==> src/core/bcap_pkg.sv <==
// Constants, codes and register layout of the blit color and alpha parameter bank
package bcap_pkg;

  // ----------------------------------------------------------------
  // Register indices (printed offsets) and address width
  // ----------------------------------------------------------------
  localparam logic [15:0] BCAP_IDX_KEY_LO    = 16'h1850;
  localparam logic [15:0] BCAP_IDX_KEY_HI    = 16'h1852;
  localparam logic [15:0] BCAP_IDX_FILL_LO   = 16'h1854;
  localparam logic [15:0] BCAP_IDX_FILL_HI   = 16'h1856;
  localparam logic [15:0] BCAP_IDX_EXP_START = 16'h1860;
  localparam logic [15:0] BCAP_IDX_EXP_WIDTH = 16'h1862;
  localparam logic [15:0] BCAP_IDX_BLEND_FMT = 16'h1870;
  localparam logic [15:0] BCAP_IDX_CONST_A   = 16'h1872;
  localparam logic [15:0] BCAP_IDX_MODE      = 16'h1878;
  localparam logic [15:0] BCAP_IDX_SRC_LSB   = 16'h187a;
  localparam int          BCAP_ADDR_W        = 16;

  // ----------------------------------------------------------------
  // Reset values
  // ----------------------------------------------------------------
  localparam logic [15:0] BCAP_RST_KEY       = 16'h0000;
  localparam logic [15:0] BCAP_RST_FILL      = 16'h0000;
  localparam logic [2:0]  BCAP_RST_EXP_START = 3'h0;
  localparam logic [1:0]  BCAP_RST_EXP_WIDTH = 2'h0;
  localparam logic [1:0]  BCAP_RST_BLEND_FMT = 2'h0;
  localparam logic [7:0]  BCAP_RST_CONST_A   = 8'h00;
  localparam logic [15:0] BCAP_RST_MODE      = 16'h0000;

  // ----------------------------------------------------------------
  // Mode register field positions
  // ----------------------------------------------------------------
  localparam int BCAP_MODE_DEPTH_LSB = 0;   // Color depth select, 2 bits
  localparam int BCAP_MODE_OP_LSB    = 2;   // Operation code, 3 bits
  localparam int BCAP_MODE_EXP_EN    = 5;   // Color expansion enable
  localparam int BCAP_MODE_ALPHA_EN  = 15;  // Alpha blending enable
  localparam int BCAP_MODE_SRC_A_LSB = 8;   // Source alpha select, 2 bits
  localparam int BCAP_MODE_DST_A_LSB = 10;  // Destination alpha select, 2 bits
  localparam logic [15:0] BCAP_MODE_MASK = 16'h8f3f;

  // ----------------------------------------------------------------
  // Codes
  // ----------------------------------------------------------------
  localparam logic [1:0] BCAP_DEPTH_8   = 2'h0;
  localparam logic [1:0] BCAP_DEPTH_16  = 2'h1;
  localparam logic [1:0] BCAP_DEPTH_32  = 2'h2;
  localparam logic [2:0] BCAP_OP_FILL   = 3'h3;
  localparam logic [1:0] BCAP_EXP_1BIT  = 2'h0;
  localparam logic [1:0] BCAP_EXP_2BIT  = 2'h1;
  localparam logic [1:0] BCAP_EXP_4BIT  = 2'h2;
  localparam logic [1:0] BCAP_EXP_8BIT  = 2'h3;
  localparam logic [1:0] BCAP_FMT_1555  = 2'h0;
  localparam logic [1:0] BCAP_FMT_4444  = 2'h1;
  localparam logic [1:0] BCAP_FMT_8888  = 2'h2;
  localparam logic [1:0] BCAP_ASEL_MAP  = 2'h0;
  localparam logic [1:0] BCAP_ASEL_NMAP = 2'h1;
  localparam logic [1:0] BCAP_ASEL_K    = 2'h2;
  localparam logic [1:0] BCAP_ASEL_NK   = 2'h3;

endpackage

==> src/core/bcap_regs.sv <==
// Blit color and alpha parameter bank with APB slave and parameter datapath helpers
//
// What this block does
// - Flag a pixel equal to the depth-masked key color as transparent.
// - Depth code 10b uses all 32 bits of key and fill colors.
// - Depth code 01b uses only the low 16 color bits.
// - Eight bits per pixel uses only the low 8 color bits.
// - Operation code 011b drives the fill color to every destination pixel.
// - Start position applies only for 1-bit format with expansion enabled.
// - Effective start is source address bit 0 plus programmed start.
// - Width field 00/01/10/11 selects 1/2/4/8 bit indexes.
// - Fields are consumed most significant first as lookup indexes.
// - One-bit format byte-swaps the 16-bit source word first.
// - Wider formats reverse bit order inside each field.
// - Blending enabled takes source format from blend field, ignoring depth.
// - Blend formats 1555, 4444, 8888; destination and result RGB 5:6:5.
// - Constant alpha is supplied where a selection asks for it.
// - Alpha select: map, one minus map, constant, one minus constant.
// - Each channel is source alpha times source plus destination term.
`timescale 1ns/1ns
module bcap_regs
  import bcap_pkg::*;
(
  input  wire logic                   clk_sys,
  input  wire logic                   reset_n,
  // APB slave
  input  wire logic                   psel,
  input  wire logic                   penable,
  input  wire logic                   pwrite,
  input  wire logic [BCAP_ADDR_W-1:0] paddr,
  input  wire logic [31:0]            pwdata,
  output logic      [31:0]            prdata,
  output logic                        pready,
  output logic                        pslverr,
  // Key compare and fill
  input  wire logic                   pixel_valid,
  input  wire logic [31:0]            pixel_data,
  output logic                        key_match,
  output logic                        key_match_valid,
  output logic                        fill_active,
  output logic      [31:0]            fill_pixel,
  output logic      [1:0]             source_format,
  output logic                        source_is_blend,
  // Color expansion
  input  wire logic                   src_valid,
  input  wire logic                   src_first,
  input  wire logic [15:0]            src_word,
  output logic                        src_ready,
  output logic                        lut_index_valid,
  output logic      [7:0]             lut_index,
  // Alpha blending
  input  wire logic                   blend_valid,
  input  wire logic [31:0]            blend_src_pixel,
  input  wire logic [15:0]            blend_dst_pixel,
  input  wire logic [7:0]             blend_map_alpha,
  output logic                        blend_out_valid,
  output logic      [15:0]            blend_out_pixel
);

  // ----------------------------------------------------------------
  // State
  // ----------------------------------------------------------------
  typedef struct packed {
    logic [31:0] key;
    logic [31:0] fill;
    logic [2:0]  exp_start;
    logic [1:0]  exp_width;
    logic [1:0]  blend_fmt;
    logic [7:0]  const_alpha;
    logic [15:0] mode;
    logic        src_lsb;
    logic [31:0] rdata;
    logic        err;
    logic        match;
    logic        match_vld;
    logic [15:0] exp_word;
    logic [4:0]  exp_left;
    logic        idx_vld;
    logic [7:0]  idx;
    logic        bl_vld;
    logic [15:0] bl_pix;
  } bcap_state_t;

  bcap_state_t s_q;
  bcap_state_t s_d;

  // ----------------------------------------------------------------
  // Functions
  // ----------------------------------------------------------------

  // Active color bits for a depth code; reserved code keeps all bits
  function automatic logic [31:0] depth_mask(input logic [31:0] c, input logic [1:0] d);
    logic [31:0] r;
    r = c;
    if (d == BCAP_DEPTH_16) begin
      r = {16'h0000, c[15:0]};
    end else if (d == BCAP_DEPTH_8) begin
      r = {24'h000000, c[7:0]};
    end
    return r;
  endfunction

  // Bits per index for the width field
  function automatic logic [3:0] field_bits(input logic [1:0] f);
    logic [3:0] n;
    n = 4'h1;
    case (f)
      BCAP_EXP_2BIT: n = 4'h2;
      BCAP_EXP_4BIT: n = 4'h4;
      BCAP_EXP_8BIT: n = 4'h8;
      default:       n = 4'h1;
    endcase
    return n;
  endfunction

  // Reorder the source word into the order the index walk expects
  function automatic logic [15:0] prep_word(input logic [15:0] w, input logic [1:0] f);
    logic [15:0] r;
    logic [3:0]  n;
    logic [3:0]  base;
    logic [3:0]  off;
    r = 16'h0000;
    n = field_bits(f);
    base = 4'h0;
    off = 4'h0;
    if (f == BCAP_EXP_1BIT) begin
      r = {w[7:0], w[15:8]};
    end else begin
      for (int i = 0; i < 16; i++) begin
        base = 4'(i) & ~(n - 4'h1);
        off = 4'(i) - base;
        r[base + (n - 4'h1 - off)] = w[i];
      end
    end
    return r;
  endfunction

  // Leading field of the word as a lookup index
  function automatic logic [7:0] top_field(input logic [15:0] w, input logic [1:0] f);
    logic [7:0] r;
    r = {7'h00, w[15]};
    case (f)
      BCAP_EXP_2BIT: r = {6'h00, w[15:14]};
      BCAP_EXP_4BIT: r = {4'h0, w[15:12]};
      BCAP_EXP_8BIT: r = w[15:8];
      default:       r = {7'h00, w[15]};
    endcase
    return r;
  endfunction

  // Alpha for a 2-bit selection
  function automatic logic [7:0] pick_alpha(input logic [1:0] sel, input logic [7:0] map_a,
                                            input logic [7:0] k);
    logic [7:0] a;
    a = map_a;
    case (sel)
      BCAP_ASEL_NMAP: a = 8'hff - map_a;
      BCAP_ASEL_K:    a = k;
      BCAP_ASEL_NK:   a = 8'hff - k;
      default:        a = map_a;
    endcase
    return a;
  endfunction

  // One channel: alpha weighted sum, scaled back to 8 bits and saturated
  function automatic logic [7:0] mix(input logic [7:0] sa, input logic [7:0] sc,
                                     input logic [7:0] da, input logic [7:0] dc);
    logic [16:0] sum;
    sum = 17'(sa * sc) + 17'(da * dc);
    return sum[16] ? 8'hff : sum[15:8];
  endfunction

  // Widen a channel of n bits to 8 by bit replication
  function automatic logic [7:0] widen(input logic [7:0] v, input logic [3:0] n);
    logic [7:0] r;
    r = v;
    if (n == 4'h4) begin
      r = {v[3:0], v[3:0]};
    end else if (n == 4'h5) begin
      r = {v[4:0], v[4:2]};
    end else if (n == 4'h6) begin
      r = {v[5:0], v[5:4]};
    end
    return r;
  endfunction

  // ----------------------------------------------------------------
  // Decoded controls
  // ----------------------------------------------------------------
  logic [1:0]  depth;
  logic [2:0]  opcode;
  logic        exp_en;
  logic        alpha_en;
  logic [3:0]  eff_start;
  logic [3:0]  skip;
  logic [3:0]  nbits;
  logic [4:0]  per_word;
  logic [23:0] src_rgb;
  logic [23:0] dst_rgb;
  logic [7:0]  sa;
  logic [7:0]  da;

  assign depth    = s_q.mode[BCAP_MODE_DEPTH_LSB +: 2];
  assign opcode   = s_q.mode[BCAP_MODE_OP_LSB +: 3];
  assign exp_en   = s_q.mode[BCAP_MODE_EXP_EN];
  assign alpha_en = s_q.mode[BCAP_MODE_ALPHA_EN];
  assign nbits    = field_bits(s_q.exp_width);
  assign per_word = 5'(16 / nbits);

  // Source address bit 0 plus programmed start; zero start assumed for wide formats
  assign eff_start = {3'h0, s_q.src_lsb} + {1'b0, s_q.exp_start};
  assign skip = (s_q.exp_width == BCAP_EXP_1BIT && exp_en && src_first) ? eff_start
                                                                          : 4'h0;

  // Source pixel in blend format, widened to 8:8:8
  always_comb begin
    case (s_q.blend_fmt)
      BCAP_FMT_1555: src_rgb = {widen({3'h0, blend_src_pixel[14:10]}, 4'h5),
                                widen({3'h0, blend_src_pixel[9:5]}, 4'h5),
                                widen({3'h0, blend_src_pixel[4:0]}, 4'h5)};
      BCAP_FMT_4444: src_rgb = {widen({4'h0, blend_src_pixel[11:8]}, 4'h4),
                                widen({4'h0, blend_src_pixel[7:4]}, 4'h4),
                                widen({4'h0, blend_src_pixel[3:0]}, 4'h4)};
      default:       src_rgb = blend_src_pixel[23:0];
    endcase
  end

  // Destination is always 5:6:5
  assign dst_rgb = {widen({3'h0, blend_dst_pixel[15:11]}, 4'h5),
                    widen({2'h0, blend_dst_pixel[10:5]}, 4'h6),
                    widen({3'h0, blend_dst_pixel[4:0]}, 4'h5)};
  assign sa = pick_alpha(s_q.mode[BCAP_MODE_SRC_A_LSB +: 2], blend_map_alpha, s_q.const_alpha);
  assign da = pick_alpha(s_q.mode[BCAP_MODE_DST_A_LSB +: 2], blend_map_alpha, s_q.const_alpha);

  // ----------------------------------------------------------------
  // Next state
  // ----------------------------------------------------------------
  always_comb begin
    logic        setup;
    logic        wr;
    logic [15:0] idx;
    logic [15:0] w;
    logic [15:0] pw;
    logic [7:0]  rr;
    logic [7:0]  gg;
    logic [7:0]  bb;
    s_d = s_q;
    setup = psel && !penable;
    wr = psel && penable && pwrite;
    idx = paddr >> 2;
    w = pwdata[15:0];
    pw = 16'h0000;
    rr = 8'h00;
    gg = 8'h00;
    bb = 8'h00;

    // Read data and error captured in setup so the access phase answers from flops
    if (setup) begin
      s_d.err = 1'b0;
      s_d.rdata = 32'h0;
      if (paddr[1:0] != 2'h0) begin
        s_d.err = 1'b1;
      end else if (idx == BCAP_IDX_KEY_LO) begin
        s_d.rdata = {16'h0000, s_q.key[15:0]};
      end else if (idx == BCAP_IDX_KEY_HI) begin
        s_d.rdata = {16'h0000, s_q.key[31:16]};
      end else if (idx == BCAP_IDX_FILL_LO) begin
        s_d.rdata = {16'h0000, s_q.fill[15:0]};
      end else if (idx == BCAP_IDX_FILL_HI) begin
        s_d.rdata = {16'h0000, s_q.fill[31:16]};
      end else if (idx == BCAP_IDX_EXP_START) begin
        s_d.rdata = {29'h0, s_q.exp_start};
      end else if (idx == BCAP_IDX_EXP_WIDTH) begin
        s_d.rdata = {30'h0, s_q.exp_width};
      end else if (idx == BCAP_IDX_BLEND_FMT) begin
        s_d.rdata = {30'h0, s_q.blend_fmt};
      end else if (idx == BCAP_IDX_CONST_A) begin
        s_d.rdata = {24'h0, s_q.const_alpha};
      end else if (idx == BCAP_IDX_MODE) begin
        s_d.rdata = {16'h0000, s_q.mode};
      end else if (idx == BCAP_IDX_SRC_LSB) begin
        s_d.rdata = {31'h0, s_q.src_lsb};
      end else begin
        s_d.err = 1'b1;
      end
    end

    // Writes land at the access edge; unmapped writes are dropped
    if (wr && !s_q.err) begin
      if (idx == BCAP_IDX_KEY_LO) begin
        s_d.key[15:0] = w;
      end else if (idx == BCAP_IDX_KEY_HI) begin
        s_d.key[31:16] = w;
      end else if (idx == BCAP_IDX_FILL_LO) begin
        s_d.fill[15:0] = w;
      end else if (idx == BCAP_IDX_FILL_HI) begin
        s_d.fill[31:16] = w;
      end else if (idx == BCAP_IDX_EXP_START) begin
        s_d.exp_start = w[2:0];
      end else if (idx == BCAP_IDX_EXP_WIDTH) begin
        s_d.exp_width = w[1:0];
      end else if (idx == BCAP_IDX_BLEND_FMT) begin
        s_d.blend_fmt = w[1:0];
      end else if (idx == BCAP_IDX_CONST_A) begin
        s_d.const_alpha = w[7:0];
      end else if (idx == BCAP_IDX_MODE) begin
        s_d.mode = w & BCAP_MODE_MASK;
      end else if (idx == BCAP_IDX_SRC_LSB) begin
        s_d.src_lsb = w[0];
      end
    end

    // Key compare on depth-masked values
    s_d.match_vld = pixel_valid;
    s_d.match = pixel_valid &&
                (depth_mask(pixel_data, depth) == depth_mask(s_q.key, depth));

    // Index walk: emit leading field, then shift it out
    s_d.idx_vld = 1'b0;
    if (s_q.exp_left != 5'h0) begin
      s_d.idx_vld = 1'b1;
      s_d.idx = top_field(s_q.exp_word, s_q.exp_width);
      s_d.exp_word = s_q.exp_word << nbits;
      s_d.exp_left = s_q.exp_left - 5'h1;
    end else if (src_valid) begin
      s_d.exp_word = prep_word(src_word, s_q.exp_width) << skip;
      s_d.exp_left = per_word - {1'b0, skip};
    end

    // Blend, then pack to 5:6:5
    s_d.bl_vld = blend_valid && alpha_en;
    if (blend_valid && alpha_en) begin
      rr = mix(sa, src_rgb[23:16], da, dst_rgb[23:16]);
      gg = mix(sa, src_rgb[15:8], da, dst_rgb[15:8]);
      bb = mix(sa, src_rgb[7:0], da, dst_rgb[7:0]);
      pw = {rr[7:3], gg[7:2], bb[7:3]};
      s_d.bl_pix = pw;
    end
  end

  // ----------------------------------------------------------------
  // Registers
  // ----------------------------------------------------------------
  always_ff @(posedge clk_sys or negedge reset_n) begin
    if (!reset_n) begin
      s_q <= '{key: {BCAP_RST_KEY, BCAP_RST_KEY}, fill: {BCAP_RST_FILL, BCAP_RST_FILL},
               exp_start: BCAP_RST_EXP_START, exp_width: BCAP_RST_EXP_WIDTH,
               blend_fmt: BCAP_RST_BLEND_FMT, const_alpha: BCAP_RST_CONST_A,
               mode: BCAP_RST_MODE, default: '0};
    end else begin
      s_q <= s_d;
    end
  end

  // ----------------------------------------------------------------
  // Outputs
  // ----------------------------------------------------------------
  // Zero-wait slave: data was captured in the setup cycle
  assign pready          = 1'b1;
  assign prdata          = s_q.rdata;
  assign pslverr         = psel && penable && s_q.err;
  assign key_match       = s_q.match;
  assign key_match_valid = s_q.match_vld;
  assign fill_active     = (opcode == BCAP_OP_FILL);
  assign fill_pixel      = depth_mask(s_q.fill, depth);
  // Blending overrides the depth select as the source format
  assign source_format   = alpha_en ? s_q.blend_fmt : depth;
  assign source_is_blend = alpha_en;
  // A new word is taken only once the previous one is fully walked
  assign src_ready       = (s_q.exp_left == 5'h0);
  assign lut_index_valid = s_q.idx_vld;
  assign lut_index       = s_q.idx;
  assign blend_out_valid = s_q.bl_vld;
  assign blend_out_pixel = s_q.bl_pix;

endmodule

==> config.mk <==
export PLATFORM = sky130hd
export DESIGN_NAME = bcap_regs
export DESIGN_NICKNAME = d
export VERILOG_FILES = /design/src/core/bcap_pkg.sv /design/src/core/bcap_regs.sv
export SDC_FILE = /design/constraint.sdc
export NUM_CORES = 1
export LEC_CHECK = 0
export ABC_AREA = 1
export BUFFER_PORTS_ARGS = -buffer_cell sky130_fd_sc_hd__buf_4
export CORE_MARGIN = 1.5
export CORE_UTILIZATION = 30
export CTS_CLUSTER_SIZE = 8
export DETAILED_ROUTE_END_ITERATION = 8
export PLACE_DENSITY = 0.47
export REMOVE_ABC_BUFFERS = 1
export SLEW_MARGIN = 10
export SYNTH_ARGS = -nofsm -noshare
export SYNTH_HDL_FRONTEND = slang
export SYNTH_SLANG_ARGS = --single-unit
==> constraint.sdc <==
create_clock -name clk_sys -period 7.6 [get_ports clk_sys]
set_input_delay 1.52 -clock clk_sys [delete_from_list [all_inputs] [get_ports clk_sys]]
set_output_delay 1.52 -clock clk_sys [all_outputs]
set_load 0.1 [all_outputs]
# After elaboration in Yosys (flattened, before gate mapping)
# Cells that the tools add are included.
[totals]
ff_bits = 173
input_bits = 161
output_inout_bits = 99
wordCells = 286
[classes]
n_addsub = 54
mul = 6
div_mod_pow = 1
order_cmp = 32
eq_ne = 23
n_shift = 2
mux = 93
bitwise = 11
reduce_logical = 44
[op_table]
columns = ["op", "n"]
rows = [
  ["bitwise mux 16 bit", 15],
  ["2-to-1 mux 32 bit", 7],
  ["2-to-1 mux 16 bit", 12],
  ["equality test 14 x 13 -> 1 bit, second input constant", 10],
  ["multiplier 8 x 8 -> 16 bit", 6],
  ["< comparator 4 x 5 -> 1 bit, second input constant", 16],
  ["one-hot mux 8 bit (3 select lines)", 3],
  ["demux 1 bit (select 4 bit)", 16],
  ["greater-or-equal comparator 4 x 1 -> 1 bit, second input constant", 16],
  ["subtractor 4 bit", 15],
  ["adder 16 x 16 -> 17 bit", 3],
  ["one-hot mux 24 bit (2 select lines)", 1],
  ["2-to-1 mux 21 bit", 2],
  ["adder 4 bit", 8],
  ["divider 5 x 4 -> 32 bit, first input constant", 1],
  ["equality test 32 bit", 1],
  ["<< shifter 16 x 4 -> 16 bit", 2],
  ["subtractor 4 bit, first input constant", 8],
  ["2-to-1 mux 1 bit", 28],
  ["logical AND 1 bit", 25],
  ["2-to-1 mux 8 bit", 3],
  ["adder 3 x 4 -> 4 bit", 4],
  ["AND 16 bit", 1],
  ["subtractor 3 x 3 -> 4 bit, first input constant", 4],
  ["33 further kinds", 59],
]

# Longest topological paths before layout
# Gate-level depths: netlist of run 1.
[depth]
depth_word = 34
mapped_depth = 33
ltp_nobuf = 31

# Worst setup path before layout of run 1
# No wires, ideal clock.
[synth_timing]
path_type = "in2reg"
from = "in blend_map_alpha[2]"
to = "reg s_q, in the netlist blend_out_pixel[11]"
setup_time_ns = 0.117
arrival_ns = 7.060
required_time_ns = 7.483
slack_ns = 0.423
stages = 27
n_path_buf = 1
cell_sequence = "inv_1 -> o21ai_0 -> xor2_1 -> clkbuf_1 -> nand2_1 -> fa_1 -> inv_1 -> fa_1 -> inv_1 -> fa_1 -> fa_1 -> fa_1 -> inv_1 -> fa_1 -> ha_1 -> nand2_1 -> inv_1 -> nand4_1 -> o21ai_2 -> nand2_1 -> nor2_1 -> nand3_1 -> nand2_1 -> xor2_2 -> nand2_1 -> o21ai_1 -> inv_1"
[synth_via]
elab_chain_len = 5
elab_cells_between_ends = 7
cone_classes = "add/sub (2); mul (2); mux (3)"
[synth_lines]
columns = ["element", "line", "text"]
rows = [
  ["from (decl)", "bcap_regs.sv:55", "input wire logic [7:0] blend_map_alpha,"],
  ["subtractor 8 bit", "bcap_regs.sv:157", "BCAP_ASEL_NMAP: a = 8'hff - map_a;"],
  ["one-hot mux 8 bit (3 select lines)", "bcap_regs.sv:156", "case (sel)"],
  ["multiplier 8 x 8 -> 16 bit", "bcap_regs.sv:169", "sum = 17'(sa * sc) + 17'(da * dc);"],
  ["adder 16 x 16 -> 17 bit *", "bcap_regs.sv:169", ""],
  ["2-to-1 mux 8 bit *", "bcap_regs.sv:170", "return sum[16] ? 8'hff : sum[15:8];"],
  ["to (signal assigned)", "bcap_regs.sv:346", "s_q <= '{key: {BCAP_RST_KEY, BCAP_RST_KEY}, fill: {BCAP_RST_FILL, BCAP_RST_FILL},"],
  ["to (decl)", "bcap_regs.sv:84", "bcap_state_t s_q;"],
]
# Every way passes the cells marked *; elsewhere a longest branch is shown, timed or not.
# A chain may end at the register's enable or synchronous reset.

# Worst setup path in the final report of run 1
[layout_timing]
from = "in blend_map_alpha[2]"
to = "reg s_q, in the netlist blend_out_pixel[1]"
# The elaborated chain is that of the path after synthesis.

==> impl_metrics.tcl, run 1 <==
set metrics [dict create \
    fillCellCount 8643 \
    rr_worst_depth 28 \
    cp_max_fo 6 \
    final_cells 4510 \
    start_kind "input port" \
    dpl_cell_area_um2 27170 \
    synth_edf_count 0 \
    cp_slowest_cell "fa_1" \
    final.setup.tns_ps 0 \
    syn_inst 3197 \
    fmax_mhz 138.4 \
    place_hpwl_um 66670 \
    async_flop_share 1.000 \
    finalCritPeriodShare 0.9508 \
    slew_viol_final 0 \
    worst-path-buf-inv 7 \
    post_drt_wl_per_cell_um 18.04 \
    hold_violations 0 \
    grt_max_degree 107 \
    p_leak_nw 15.07 \
    rsz0062_at_grt "no" \
    syn_area_per_cell_um2 7.430 \
    cap_violations 0 \
    cts_buffers 17 \
    vias 21540 \
    ys_ff_latch 157 \
    grt_first_pass_wirelength_um 128300 \
    cp.required_ps 7950 \
    setup_violations 0 \
    hp-class "register to register" \
    tightest_slew_ps 1105 \
    cts_root_buf "clkbuf_16" \
    cpMostUsedCell "fa_1" \
    dp_cells 4475 \
    die_h_um 284.4 \
    syn_area_um2 23750 \
    area_delta_synth_final_pct 17.25 \
    die_w_um 284.4 \
    crit_path_end_kind "register" \
    crit_cells 27 \
    max_slew_margin 0.2605 \
    cts.sinks 157 \
    ys_warn_count 0 \
    coreArea_um2 78610 \
    placementRows 103 \
    worstSkewPairLatency_ps 470 \
    drt_wl_total_um 81370 \
    cts_tree "yes" \
    yosysTopAreaCellShare 0.2427 \
    clockBufferDepth 2 \
    antenna_found_initial 2 \
    synth.distinct_cells 60 \
    outcome "completed" \
    cp_data_arrival_time_ps 7570 \
    crit_family "adder cells" \
    yosysMostFrequentCell "nand2_1" \
    nNetsFinal 4098 \
    vias_per_cell 4.776 \
    path_class "input port to register" \
    place_congestion 0.9141 \
    fin_ws_ps 373.7 \
    grt_overflow 0 \
    hold_depth 2 \
    drive_above_1_share 0.1390 \
    power_density_nw_per_um2 272.1 \
    htree_levels 4 \
    finClkSkew_ps 19.08 \
    clk_pin_slew_ps 80 \
    yosysTopAreaCell "fa_1" \
    synth.area.top_cells "fa_1 24%, dfrtp_1 17%, nand2_1 11%, ha_1 11%, inv_1 9.3%" \
    pre_cts_ws_ps -322.7 \
    power_mw 7.579 \
    fin_crit_ps 7226 \
    synth_flop_cell "dfrtp_1" \
    drc 0 \
    portBuffers 218 \
    ir_worst_vdd_mv 0.2779 \
    cts_hold_buf 0 \
    dieArea_um2 80880 \
    max_stage_delay_ps 580 \
    grtUsageTotal 0.2042 \
    initial_utilization 0.3022 \
    ios 260 \
    drt_iter0_markers 1545 \
    insertedDiodeCount 0 \
    ant_nets 0 \
    final_cell_area_um2 27850 \
    grt_pass1_vias 21936 \
    netlist_top_cells_count "687 x nand2_1, 588 x inv_1, 314 x nor2_1" \
    dr.pass1.iters 6 \
    yosysSeqAreaShare 0.1654 \
]
[logic make-up (layout without fill, tap and decap cells)]
kind of cell	after synthesis	after routing	synth area share
flip-flops	157	157	0.1654
AO/OA/AOI/OAI	498	498	0.1194
XOR/XNOR	59	59	0.02239
multiplexers	3	3	0.001264
other	2	17	0.0003162
AND/OR/NAND/NOR	1217	1217	0.2076
adder cells (fa/ha/maj)	490	490	0.3491
buffers and inverters	771	1019	0.1345
[worst reg2reg max path, delay by kind of cell (launching register included)]
family / cells / cell delay [ps]
AO/OA/AOI/OAI: 3 / 380
flip-flops: 1 / 670
adder cells (fa/ha/maj): 7 / 3460
XOR/XNOR: 1 / 220
buffers and inverters: 7 / 790
AND/OR/NAND/NOR: 10 / 1250
[area by class of cell]
type | instances | area (um^2) | area share
tap | 1050 | 1314 | 0.04717
multi-input combinational | 2284 | 16760 | 0.6017
timing repair buffer | 383 | 2967 | 0.1065
clock buffer | 17 | 425.4 | 0.01527
inverter | 604 | 2273 | 0.08163
clock inverter | 15 | 185.2 | 0.006649
sequential | 157 | 3929 | 0.1411
[worst paths after layout]
check | startpoint | end | slack [ps]
max | blend_map_alpha[2] | blend_out_pixel[1]$_DFFE_PN0P_ | 370
min | s_q[124]$_DFFE_PN0P_ | s_q[124]$_DFFE_PN0P_ | 490
max reg2reg | s_q[108]$_DFFE_PN0P_ | blend_out_pixel[15]$_DFFE_PN0P_ | 720
min reg2reg | s_q[124]$_DFFE_PN0P_ | s_q[124]$_DFFE_PN0P_ | 490
max in group asynchronous | reset_n | blend_out_pixel[8]$_DFFE_PN0P_ | 5030
min in group asynchronous | reset_n | s_q[127]$_DFFE_PN0P_ | 1210
[per-layer routing]
metal,part of all wire,up-vias,track usage
met5,0.00042,-,0
met4,0.015,4,0.04162
met3,0.053,80,0.02311
met2,0.47,642,0.3395
met1,0.46,10381,0.2852
li1,-,10433,-
[power breakdown]
part           leakage (nW)  internal (mW)  switching [mW]
registers              2.15          0.890          0.0388
clock network         0.293          0.449           0.460
logic                  12.6           2.55            3.19
[flip-flops by register name, indices dropped and copies added (netlist names)]
| signal | cells |
|---|---|
| blend_out_pixel | 16 |
| blend_out_valid | 1 |
| depth | 2 |
| exp_en | 1 |
| key_match | 1 |
| key_match_valid | 1 |
| lut_index | 8 |
| lut_index_valid | 1 |
| opcode | 3 |
| prdata | 16 |
| s_q | 106 |
| source_is_blend | 1 |
[per-stage QoR]
step,hold WS [ps],util
6_report,489.8,0.3543
5_1_grt,512.8,0.3543
4_1_cts,492.1,0.3533
3_5_place_dp,469.2,0.3456
3_3_place_gp,467.2,0.3456
2_1_floorplan,453.0,-
[repair_timing]
action                     4_1_cts  5_1_grt
setup buffers                    0        3
setup endpoints to repair        0       11
resized for setup                0       12
[placed cells by master, fill, tap and decap left out, types with 5 or more instances in the layout]
cell	count
or2_2	12
xor2_2	5
clkinv_1	5
a21oi_1	134
dfrtp_1	157
nor4_1	5
conb_1	17
nand2_2	5
nand4_1	13
o22ai_1	25
xnor2_1	18
fa_1	288
a31oi_1	14
nor2_1	306
a21oi_2	5
buf_12	7
o21ai_1	13
o21a_1	5
buf_4	375
nand2_1	686
ha_1	201
o221ai_1	8
clkbuf_16	17
inv_2	11
o21ai_0	214
a21o_1	5
a211oi_1	8
xor2_1	35
nor3_1	8
a22oi_1	8
nand3_1	159
o21bai_1	8
inv_1	586
a221oi_1	10
o31ai_1	12
nor2_2	15
o211ai_1	10
(Power assumes the default switching activity.)
==> run 2, diff against run 1 <==
Settings changed: BUFFER_PORTS_ARGS -buffer_cell sky130_fd_sc_hd__buf_4 to -buffer_cell sky130_fd_sc_hd__buf_2, SLEW_MARGIN 10 to default.
==> impl_metrics.tcl, run 2 (synthesized netlist as in run 1, its figures left out) <==
set metrics [dict create \
    cts_hold_buf 0 \
    hp-class "register to register" \
    dieArea_um2 80880 \
    outcome "completed" \
    power_density_nw_per_um2 280.3 \
    slew_viol_final 0 \
    rsz0062_at_grt "no" \
    max_stage_delay_ps 540 \
    dr.pass1.iters 6 \
    vias_per_cell 4.799 \
    die_h_um 284.4 \
    clockBufferDepth 2 \
    cts_root_buf "clkbuf_16" \
    largest_reg_flops 106 \
    hold_depth 1 \
    insertedDiodeCount 0 \
    crit_path_end_kind "register" \
    area_delta_synth_final_pct 15.04 \
    initial_utilization 0.3022 \
    finClkSkew_ps 12.05 \
    placementRows 103 \
    drive_above_1_share 0.1408 \
    max_slew_margin 0.3057 \
    start_kind "input port" \
    clk_pin_slew_ps 70 \
    antenna_found_initial 4 \
    ios 260 \
    fin_crit_ps 7278 \
    cts.sinks 157 \
    hold_start "prdata[6]$_DFFE_PN0P_" \
    grt_first_pass_wirelength_um 129500 \
    fmax_mhz 137.4 \
    final.setup.tns_ps 0 \
    cp_max_fo 6 \
    fin_ws_ps 321.9 \
    cp.required_ps 7940 \
    cpMostUsedCell "fa_1" \
    drt_wl_total_um 81240 \
    grtUsageTotal 0.2056 \
    drt_iter0_markers 1593 \
    layout_commonest_cell "nand2_1" \
    final_cells 4516 \
    cp-startpoint "blend_map_alpha[5]" \
    nNetsFinal 4104 \
    reg2reg_from "s_q[108]$_DFFE_PN0P_" \
    tightest_slew_ps 1039 \
    cp_data_arrival_time_ps 7620 \
    coreArea_um2 78610 \
    ant_nets 0 \
    cts_tree "yes" \
    cap_violations 0 \
    vias 21672 \
    rr_worst_depth 29 \
    ir_worst_vdd_mv 0.2919 \
    post_drt_wl_per_cell_um 17.99 \
    drc 0 \
    finalCritPeriodShare 0.9576 \
    worstSkewPairLatency_ps 460 \
    dp_cells 4482 \
    hold-worst-slack_ps 479.3 \
    htree_levels 4 \
    die_w_um 284.4 \
    grt_pass1_vias 22038 \
    p_leak_nw 14.99 \
    cts_buffers 17 \
    final_cell_mix "685 x nand2_1, 585 x inv_1, 309 x nor2_1" \
    power_mw 7.661 \
    setup_violations 0 \
    place_congestion 0.9159 \
    cp_slowest_cell "fa_1" \
    path_class "input port to register" \
    grt_overflow 0 \
    hold_violations 0 \
    place_hpwl_um 66930 \
    regMostFlops "s_q" \
    grt_max_degree 101 \
    portBuffers 218 \
    pre_cts_ws_ps -324.2 \
]
-- run 2: cell types whose count changed in the layout (fill, tap and decap cells not counted), moves of 2 or more --
cell | previous run | this run
nor2_1 | 306 | 309
buf_4 | 375 | 166
bufinv_16 | 0 | 2
clkinv_2 | 0 | 2
clkinv_8 | 4 | 1
buf_2 | 0 | 217
buf_12 | 7 | 4
nor2_2 | 15 | 11
inv_6 | 2 | 5
inv_12 | 2 | 0
-- run 2: what timing repair did --
action	CTS	global route
setup buffers	0	2
gates resized for setup	0	16
endpoints found under the setup margin	0	11
-- run 2: area by class of cell --
cell class | count | area, um^2
fill | 8652 | 51290
multi-input combinational | 2284 | 16760
sequential | 157 | 3929
timing repair buffer | 389 | 2435
inverter | 604 | 2277
tap | 1050 | 1314
clock buffer | 18 | 439.2
clock inverter | 14 | 172.7
-- run 2: per-layer routing --
metal | global-route usage | vias up | wire length, um
met5 | 0 | - | 57
met1 | 0.2913 | 10469 | 37310
li1 | - | 10424 | -
met4 | 0.04269 | 8 | 1338
met2 | 0.3376 | 689 | 38210
met3 | 0.02191 | 82 | 4318
-- run 2: through the flow --
stage | util | cell area, um^2
3_5_place_dp | 0.3390 | 26650
5_1_grt | 0.3476 | 27330
2_1_floorplan | - | 22890
3_3_place_gp | 0.3390 | 26650
4_1_cts | 0.3468 | 27260
6_report | 0.3476 | 27330
-- run 2: path summary, 6_finish.rpt --
| check | slack (ps) | end |
|---|---|---|
| hold / removal | 480 | prdata[6]$_DFFE_PN0P_ |
| max in group asynchronous | 5010 | lut_index[1]$_DFFE_PN0N_ |
| min in group asynchronous | 1190 | s_q[159]$_DFFE_PN0P_ |
| setup reg to reg | 460 | blend_out_pixel[11]$_DFFE_PN0P_ |
| setup / recovery | 320 | blend_out_pixel[3]$_DFFE_PN0P_ |
| hold reg to reg | 480 | prdata[6]$_DFFE_PN0P_ |
-- run 2: power by group --
group / switching (mW) / leakage [nW] / total (mW) / internal, mW
logic: 3.21 / 12.5 / 5.81 / 2.60
registers: 0.0417 / 2.15 / 0.932 / 0.890
clock network: 0.414 / 0.305 / 0.920 / 0.506
-- run 2: worst max-delay path, delay by kind of cell --
| kind | cells | cell delay (ps) |
|---|---|---|
| adders and majority gates | 7 | 3370 |
| buffers and inverters | 8 | 880 |
| AOI/OAI and AO/OA | 5 | 690 |
| and+or+nand+nor | 8 | 1180 |
